--- config.mk ---
export PLATFORM = sky130hd
export DESIGN_NAME = smc_ctrl
export DESIGN_NICKNAME = d
export VERILOG_FILES = /design/src/pkg/smc_pkg.sv /design/src/hw/smc_counter.sv /design/src/hw/smc_ctrl.sv
export SDC_FILE = /design/constraint.sdc
export NUM_CORES = 1
export LEC_CHECK = 0
export BUFFER_PORTS_ARGS = -buffer_cell sky130_fd_sc_hd__buf_2
export CAP_MARGIN = 5
export CORE_MARGIN = 4
export CORE_UTILIZATION = 45
export CTS_CLUSTER_SIZE = 28
export DETAILED_ROUTE_END_ITERATION = 10
export GPL_ROUTABILITY_DRIVEN = 0
export PLACE_DENSITY = 0.74
export SYNTH_ARGS = -nofsm -noshare
export SYNTH_HDL_FRONTEND = slang
export SYNTH_HIERARCHICAL = 1
export SYNTH_SLANG_ARGS = --single-unit
--- constraint.sdc ---
create_clock -name clk_i -period 2.3 [get_ports clk_i]
set_input_delay 0.23 -clock clk_i [delete_from_list [all_inputs] [get_ports clk_i]]
set_output_delay 0.23 -clock clk_i [all_outputs]
set_load 0.005 [all_outputs]
--- src/pkg/smc_pkg.sv ---
// Package for the sleep mode clock gating controller.
package smc_pkg;
  localparam logic [2:0] MODE_IDLE = 3'h0;
  localparam logic [2:0] MODE_QUIET = 3'h1;
  localparam logic [2:0] MODE_PDOWN = 3'h2;
  localparam logic [2:0] MODE_PSAVE = 3'h3;
  localparam logic [2:0] MODE_RSV4 = 3'h4;
  localparam logic [2:0] MODE_RSV5 = 3'h5;
  localparam logic [2:0] MODE_STBY = 3'h6;
  localparam logic [2:0] MODE_XSTBY = 3'h7;
  localparam int STBY_WAKE_CYC = 6;
  localparam int IRQ_STALL_CYC = 4;
  localparam int STARTUP_DEF = 16;
  localparam int CNT_W = 16;

  typedef enum logic [2:0] {
    SMC_RUN = 3'h0,
    SMC_SLEEP = 3'h1,
    SMC_WAKE = 3'h3,
    SMC_STALL = 3'h2
  } smc_state_e;

  // One bit per clock domain or oscillator that the controller can stop.
  typedef struct packed {
    logic core_clk;
    logic flash_clk;
    logic periph_clk;
    logic conv_clk;
    logic async_clk;
    logic usb_clk;
    logic main_osc;
    logic timer_osc;
    logic pll;
  } smc_clk_en_s;

  // Wake sources, each already qualified by its own interrupt enable.
  typedef struct packed {
    logic upper_ext_level;
    logic upper_ext_edge;
    logic lower_ext;
    logic pin_change;
    logic twi_match;
    logic twi_irq;
    logic timer2_irq;
    logic spm_ready;
    logic conv_done;
    logic wdt_irq;
    logic comparator;
    logic other_io;
    logic usb_sync;
    logic usb_async;
  } smc_wake_s;
endpackage

--- src/hw/smc_counter.sv ---
// Down counter that times wake-up and stall delays.
module smc_counter
  import smc_pkg::*;
#(
  parameter int W = CNT_W
) (
  input wire logic clk_i,
  input wire logic rst_n_i,
  input wire logic load_i,
  input wire logic [W-1:0] value_i,
  output logic done_o
);
  logic [W-1:0] cnt_q;
  logic [W-1:0] cnt_d;
  logic busy_q;

  if (W < 3)
  begin : g_bad_width
    $error("smc_counter width too small");
  end

  assign cnt_d = load_i ? value_i : (cnt_q - W'(1));
  assign done_o = busy_q && (cnt_q == W'(1));

  always_ff @(posedge clk_i or negedge rst_n_i)
  begin
    if (!rst_n_i)
    begin
      cnt_q <= '0;
      busy_q <= 1'b0;
    end
    else if (load_i || busy_q)
    begin
      cnt_q <= cnt_d;
      busy_q <= load_i || (cnt_q > W'(1));
    end
  end
endmodule // smc_counter

--- src/hw/smc_ctrl.sv ---
// Sleep mode controller: mode entry, clock gating and wake-up timing.
//
// Contract
// - Mode 000 with sleep enters idle: core and flash clocks stop.
// - Idle wakes on any enabled external or internal interrupt.
// - Entering idle or quiet mode starts a conversion if converter enabled.
// - Mode 001 enters quiet mode: peripheral, core, flash clocks stop.
// - Quiet mode wakes only on its listed converter-friendly sources.
// - Mode 010 enters power-down: oscillator and all generated clocks stop.
// - Power-down wakes only on resets, watchdog, match, lines, pin change, USB async.
// - Leaving power-down waits a fuse-chosen start-up delay.
// - Mode 011 enters power-save: power-down plus running timer 2 wake.
// - Power-save stops unused timer sources; sync clock reaches timer 2 only.
// - Mode 110 with crystal enters standby: oscillator runs, PLL off.
// - Mode 111 with crystal: extended standby, power-save with oscillator on.
// - Standby modes resume six main clock cycles after wake condition.
// - Comparator disable powers comparator down; its interrupt cannot wake.
// - Sleep needs enable bit at instruction; codes 100 and 101 are reserved.
// - Interrupt wake stalls four more cycles; reset during sleep restarts.
module smc_ctrl
  import smc_pkg::*;
#(
  parameter int STARTUP_CYC = STARTUP_DEF
) (
  input wire logic clk_i,
  input wire logic rst_n_i,
  input wire logic sleep_instr_i,
  input wire logic sleep_enable_bit_i,
  input wire logic [2:0] sleep_mode_select_i,
  input wire logic crystal_sel_i,
  input wire logic [CNT_W-1:0] clock_source_fuses_i,
  input wire logic conv_enable_i,
  input wire logic comparator_disable_bit_i,
  input wire logic timer2_enable_i,
  input wire logic timer2_async_i,
  input wire logic global_irq_en_i,
  input wire logic reset_wake_i,
  input wire smc_wake_s wake_i,
  output logic sleeping_o,
  output logic core_stall_o,
  output logic irq_service_o,
  output logic restart_vector_o,
  output logic conv_start_o,
  output logic comparator_power_o,
  output logic [2:0] active_mode_o,
  output smc_clk_en_s clk_en_o
);
  smc_state_e state_q;
  smc_state_e state_d;
  logic [2:0] mode_q;
  logic by_reset_q;
  logic conv_start_q;
  logic cnt_load;
  logic [CNT_W-1:0] cnt_val;
  logic cnt_done;
  logic enter;
  logic mode_legal;
  logic wake_any;
  logic wake_reset;
  logic wake_irq;
  logic std_mode;
  smc_clk_en_s gate;
  smc_wake_s wake_qual;
  logic gated;
  logic long_start;
  logic wake_done;
  logic stall_done;
  logic [CNT_W-1:0] start_cyc;

  // A zero count would leave the counter idle and the core asleep forever.
  if (STARTUP_CYC < 1 || STARTUP_CYC >= (1 << CNT_W))
  begin : g_bad_startup
    $error("smc_ctrl startup count out of range");
  end

  // Returns whether a qualified wake event may end sleep in a mode.
  function automatic logic wake_allowed(input logic [2:0] m,
                                        input smc_wake_s w,
                                        input logic t2_ok);
    logic deep;
    deep = w.upper_ext_level || w.lower_ext || w.pin_change ||
           w.twi_match || w.usb_async || w.wdt_irq;
    case (m)
      MODE_IDLE: wake_allowed = |w;
      MODE_QUIET: wake_allowed = w.conv_done || w.wdt_irq || w.twi_irq ||
                  w.twi_match || w.timer2_irq || w.spm_ready ||
                  w.upper_ext_level || w.lower_ext || w.pin_change ||
                  w.usb_sync || w.usb_async;
      MODE_PDOWN, MODE_STBY: wake_allowed = deep;
      MODE_PSAVE, MODE_XSTBY: wake_allowed = deep ||
                  (t2_ok && w.timer2_irq);
      default: wake_allowed = 1'b0;
    endcase
  endfunction

  // Reserved codes make the sleep instruction a no-operation.
  assign mode_legal = (sleep_mode_select_i != MODE_RSV4) &&
                      (sleep_mode_select_i != MODE_RSV5) &&
                      (crystal_sel_i || !sleep_mode_select_i[2]);
  assign enter = (state_q == SMC_RUN) && sleep_instr_i &&
                 sleep_enable_bit_i && mode_legal;

  // A powered-down comparator may leave a stale flag; it must not wake.
  always_comb
  begin
    wake_qual = wake_i;
    wake_qual.comparator = wake_i.comparator &&
                           !comparator_disable_bit_i;
  end

  assign wake_reset = reset_wake_i;
  assign wake_irq = wake_allowed(mode_q, wake_qual,
                                 timer2_enable_i && global_irq_en_i);
  assign wake_any = (state_q == SMC_SLEEP) && (wake_reset || wake_irq);
  assign std_mode = (mode_q == MODE_STBY) || (mode_q == MODE_XSTBY);

  assign long_start = (mode_q == MODE_PDOWN) || (mode_q == MODE_PSAVE);
  // Fuses left at zero fall back to the built-in start-up count.
  assign start_cyc = (clock_source_fuses_i == '0) ?
                     CNT_W'(STARTUP_CYC) : clock_source_fuses_i;
  assign wake_done = (state_q == SMC_WAKE) && cnt_done;
  assign stall_done = (state_q == SMC_STALL) && cnt_done;
  assign gated = (state_q == SMC_SLEEP) || (state_q == SMC_WAKE);

  // Deep modes need the oscillator restart time; standby keeps it running.
  assign cnt_val =
    (state_q == SMC_WAKE) ? CNT_W'(IRQ_STALL_CYC) :
    std_mode ? CNT_W'(STBY_WAKE_CYC) :
    long_start ? start_cyc :
    CNT_W'(1);
  // The stall is loaded as the restart ends, so the two delays add up.
  assign cnt_load = wake_any || (wake_done && !by_reset_q);

  smc_counter #(
    .W(CNT_W)
  ) u_cnt (
    .clk_i(clk_i),
    .rst_n_i(rst_n_i),
    .load_i(cnt_load),
    .value_i(cnt_val),
    .done_o(cnt_done)
  );

  always_comb
  begin
    state_d = state_q;
    case (state_q)
      SMC_RUN: if (enter) state_d = SMC_SLEEP;
      SMC_SLEEP: if (wake_any) state_d = SMC_WAKE;
      SMC_WAKE: if (cnt_done) state_d = by_reset_q ? SMC_RUN : SMC_STALL;
      SMC_STALL: if (cnt_done) state_d = SMC_RUN;
      default: state_d = SMC_RUN;
    endcase
  end

  // Clock gating per mode while asleep or restarting.
  always_comb
  begin
    gate = '1;
    if (gated)
    begin
      gate.core_clk = 1'b0;
      gate.flash_clk = 1'b0;
      case (mode_q)
        MODE_IDLE: gate.timer_osc = timer2_async_i;
        MODE_QUIET:
        begin
          gate.periph_clk = 1'b0;
          gate.timer_osc = timer2_async_i;
        end
        MODE_PDOWN, MODE_STBY:
        begin
          gate = '0;
          gate.main_osc = (mode_q == MODE_STBY);
        end
        default:
        begin
          gate = '0;
          gate.async_clk = timer2_enable_i && timer2_async_i;
          gate.timer_osc = timer2_enable_i && timer2_async_i;
          gate.main_osc = (mode_q == MODE_XSTBY) ||
                          (timer2_enable_i && !timer2_async_i);
        end
      endcase
    end
  end

  // The mode is latched at entry, so a later write to the select bits
  // cannot change which clocks stay stopped during sleep.
  always_ff @(posedge clk_i or negedge rst_n_i)
  begin
    if (!rst_n_i)
    begin
      state_q <= SMC_RUN;
      mode_q <= MODE_IDLE;
      by_reset_q <= 1'b0;
      conv_start_q <= 1'b0;
    end
    else
    begin
      state_q <= state_d;
      if (enter)
        mode_q <= sleep_mode_select_i;
      if (wake_any)
        by_reset_q <= wake_reset;
      conv_start_q <= enter && conv_enable_i &&
                      (sleep_mode_select_i[2:1] == 2'h0);
    end
  end

  assign sleeping_o = (state_q == SMC_SLEEP);
  assign core_stall_o = (state_q != SMC_RUN);
  assign irq_service_o = stall_done;
  assign restart_vector_o = wake_done && by_reset_q;
  assign conv_start_o = conv_start_q;
  assign comparator_power_o = !comparator_disable_bit_i;
  assign active_mode_o = mode_q;
  assign clk_en_o = gate;
endmodule // smc_ctrl

==> qor.csv <==
stage,metric,value,unit
outcome,status,"finished, final reports clean",
clocking,cts.sink_count,24,
floorplan,core_area,0.00366,mm²
clocking,skew_pair_late_insertion_delay,260,ps
synth,yosys_warnings,6,
synth,edff_count_synth,0,
clocking,postCtsSetupBuffers,0,
power_and_ir_drop,vdd_ir_drop_max,0.581,mV
placement,place.port_buffers,61,
detailed_routing,route.detailed.drc,0,
global_routing,first_global_vias,1637,
hold_path,min_path_type,primary input to flop,
sta,setup_viol,0,
clocking,clock-root-buffer,sky130_fd_sc_hd__clkbuf_8,
cells_and_area,final_layout_net_count,315,
critical_path,critPathCaptureType,flop,
detailed_routing,final_antenna_net_count,0,
synth,asyncSetResetFlopFracSynth,100,%
critical_path,start_kind,flop,
synth,mappedNetlistArea,0.00170,mm²
sta,fin_worst_skew,5.90,ps
detailed_routing,detail_route.wirelength,4220,µm
synth,commonest_register_cell_after_synthesis,sky130_fd_sc_hd__dfrtp_1,
critical_path,crit_arrival,2290,ps
sta,setup_tns_final,0,ps
synth,synth_cells,204,
sta,rsz0062_at_grt,false,
floorplan,num_io_pins,62,
cells_and_area,n_antenna_cell,0,
floorplan,fp.dieArea,0.00482,mm²
cells_and_area,fill_cells,340,
sta,timing.slew.headroom,57.4,%
global_routing,antenna_found_initial,0,
synth,synth_sequential_area_ratio,35.4,%
detailed_routing,detailroute.via_count,1657,
clocking,cts-resized-gates,0,
detailed_routing,detailedRoute.firstPassIterationCount,4,
sta,report.final.slew_viol_count,0,
floorplan,floorplan.die.width,69.4,µm
floorplan,floorplan.initialDensity,46.3,%
sta,post-route-min-period,2130,ps
clocking,hold_buffers,1,
run,max_cap_viol_count,0,
placement,hpwlAfterDp,3370,µm
synth,syn-num-nets,250,
cells_and_area,final_layout_size_suffix_gt1_share,32.5,%
power_and_ir_drop,static-leakage-power,1.00,nW
synth,count_of_cell_types_in_the_netlist,42,
global_routing,largest_net_degree_at_the_start_of_global_routing,25,
critical_path,cp.required,2460,ps
synth,synth_seq_cells,24,
clocking,clock_tree.buffer_depth,2,
clocking,clkTransAtPathRegs,90,ps
sta,max_clock_freq,470,MHz
sta,slew_at_the_pin_closest_to_its_max_slew_limit,636,ps
detailed_routing,initialDrtViolationCount,86,
clocking,clock_tree_from_tritoncts,done,
synth,synth.top_cells.by_area,"sky130_fd_sc_hd__dfrtp_1 35%, sky130_fd_sc_hd__nand2_1 5.8%, sky130_fd_sc_hd__and2_1 4.8%",
floorplan,die_height,69.4,µm
floorplan,rows,22,
synth,synth_largest_type_area_fraction,35.4,%
global_routing,congestion_overflow_gr,0,
sta,final_min_period_over_clock_period,92.6,%
power_and_ir_drop,design_power_total,2.46,mW
critical_path,timing_worst_setup_path_type,flop to flop,
synth,avgSynthCellArea,8.32,µm²
synth,synth_area_leader_cell,sky130_fd_sc_hd__dfrtp_1,
critical_path,cp_max_fo,6,
power_and_ir_drop,power-per-cell-area,1140,mW/mm²
cells_and_area,area_delta_synth_final,27.1,%
global_routing,groute.usage.overall,17.8,%
clocking,cts_max_level,1,
detailed_routing,via_per_inst,5.24,
global_routing,grt_pass1_wl,7130,µm
clocking,cts_inserted_buffers,3,
sta,final_hold_viol_count,0,
detailed_routing,routed_wire_length_per_instance,13.3,µm
## power by group
group / internal [mW] / total [mW] / leakage, nW / switching [mW]
sequential: 0.603 / 0.858 / 0.297 / 0.256
combinational: 0.605 / 1.23 / 0.670 / 0.628
clock: 0.233 / 0.371 / 0.0357 / 0.138
## synthesized netlist by cell type, types with 2 or more instances
| library cell | count |
|---|---|
| sky130_fd_sc_hd__nand2_1 | 26 |
| sky130_fd_sc_hd__dfrtp_1 | 24 |
| sky130_fd_sc_hd__nor2_1 | 19 |
| sky130_fd_sc_hd__and2_1 | 13 |
| sky130_fd_sc_hd__o21ai_1 | 13 |
| sky130_fd_sc_hd__inv_1 | 11 |
| sky130_fd_sc_hd__a21oi_1 | 8 |
| sky130_fd_sc_hd__o21ai_0 | 8 |
| sky130_fd_sc_hd__xnor2_1 | 7 |
| sky130_fd_sc_hd__xor2_1 | 7 |
| sky130_fd_sc_hd__nor4_1 | 6 |
| sky130_fd_sc_hd__clkbuf_1 | 5 |
| sky130_fd_sc_hd__nand4_1 | 5 |
| sky130_fd_sc_hd__nor3_1 | 5 |
| sky130_fd_sc_hd__a21o_1 | 4 |
| sky130_fd_sc_hd__mux2_2 | 4 |
| sky130_fd_sc_hd__nand2b_1 | 4 |
| sky130_fd_sc_hd__nand3_1 | 4 |
| sky130_fd_sc_hd__buf_4 | 3 |
| sky130_fd_sc_hd__a41oi_1 | 2 |
| sky130_fd_sc_hd__ha_1 | 2 |
| sky130_fd_sc_hd__nand2_2 | 2 |
| sky130_fd_sc_hd__nor2b_1 | 2 |
| sky130_fd_sc_hd__o31ai_1 | 2 |
## layout by cell type (no fill, tap or decap), types with 2 or more instances in the layout
cell type	n
sky130_fd_sc_hd__nor2b_1	2
sky130_fd_sc_hd__nor4_1	6
sky130_fd_sc_hd__clkbuf_8	3
sky130_fd_sc_hd__nand2_2	2
sky130_fd_sc_hd__o21ai_1	13
sky130_fd_sc_hd__nand3_1	4
sky130_fd_sc_hd__inv_1	11
sky130_fd_sc_hd__mux2_2	4
sky130_fd_sc_hd__xor2_1	7
sky130_fd_sc_hd__dfrtp_1	24
sky130_fd_sc_hd__xnor2_1	7
sky130_fd_sc_hd__nand4_1	5
sky130_fd_sc_hd__nand2b_1	4
sky130_fd_sc_hd__o31ai_1	2
sky130_fd_sc_hd__nor2_1	19
sky130_fd_sc_hd__o21ai_0	8
sky130_fd_sc_hd__nor3_1	5
sky130_fd_sc_hd__a41oi_1	2
sky130_fd_sc_hd__nand2_1	26
sky130_fd_sc_hd__ha_1	2
sky130_fd_sc_hd__a21oi_1	8
sky130_fd_sc_hd__buf_4	9
sky130_fd_sc_hd__buf_2	61
sky130_fd_sc_hd__a21o_1	4
sky130_fd_sc_hd__and2_1	13
## stage by stage
stage                     setup slack (ps)  util, %  hold slack (ps)  instances  instance area, µm²
after floorplan                       2.01        -            -65.6        204                1700
after global placement                 267     56.7              256        311                2070
after detailed placement               215     56.7              246        311                2070
after CTS                              189     58.9              138        316                2160
after global routing                  17.1     58.9              157        316                2160
final                                  171     58.9              148        316                2160
## area by class of cell
cell class                      count  area (µm²)  area share, %
Timing Repair Buffer               71         383           17.8
Clock inverter                      1        30.0           1.39
Inverter                           11        41.3           1.92
Clock buffer                        3        41.3           1.92
Tap cell                           48        60.1           2.79
Sequential cell                    24         601           27.9
Multi-Input combinational cell    158        1000           46.4
## state kept, by name (all words and copies together), names as in the netlist
name / flops
active_mode_o: 3
by_reset_q: 1
conv_start_o: 1
state_q: 2
u_cnt/busy_q: 1
u_cnt/cnt_q: 16
## layer usage
metal,vias to the layer above,global-route usage [%],routed length [µm]
met5,-,0,0
met4,0,5.64,35
met3,2,3.91,294
met2,60,28.9,1980
met1,764,23.5,1910
li1,831,-,-
## critical path: stages, from the launching register on
cell and delay, ps:
sky130_fd_sc_hd__dfrtp_1 430, sky130_fd_sc_hd__nor4_1 290, sky130_fd_sc_hd__buf_4 180, sky130_fd_sc_hd__nand2_2 50
sky130_fd_sc_hd__nor3_1 240, sky130_fd_sc_hd__nand2_1 150, sky130_fd_sc_hd__o221ai_2 310, sky130_fd_sc_hd__mux2_2 390
## kinds of logic after synthesis
family                     share of synthesized area [%]
AOI/OAI and AO/OA                                   15.8
muxes                                               2.65
buffers and inverters                               6.05
adders and majority gates                           1.47
DFF                                                 35.4
and+or+nand+nor                                     31.4
xor gates and xnor gates                            7.23
## worst paths after layout
path                                              from               to  slack, ps  cells past startpoint
worst max-delay path                   u_cnt/cnt_q[10]  u_cnt/cnt_q[15]        170                      7
worst min-delay path            sleep_mode_select_i[1]     conv_start_o        150                      2
worst max register to register         u_cnt/cnt_q[10]  u_cnt/cnt_q[15]        170                      7
worst min register to register         u_cnt/cnt_q[12]  u_cnt/cnt_q[12]        620                      2
max in group asynchronous                      rst_n_i   u_cnt/cnt_q[4]       1450                      2
min in group asynchronous                      rst_n_i     u_cnt/busy_q        470                      2
(Power assumes the default switching activity.)
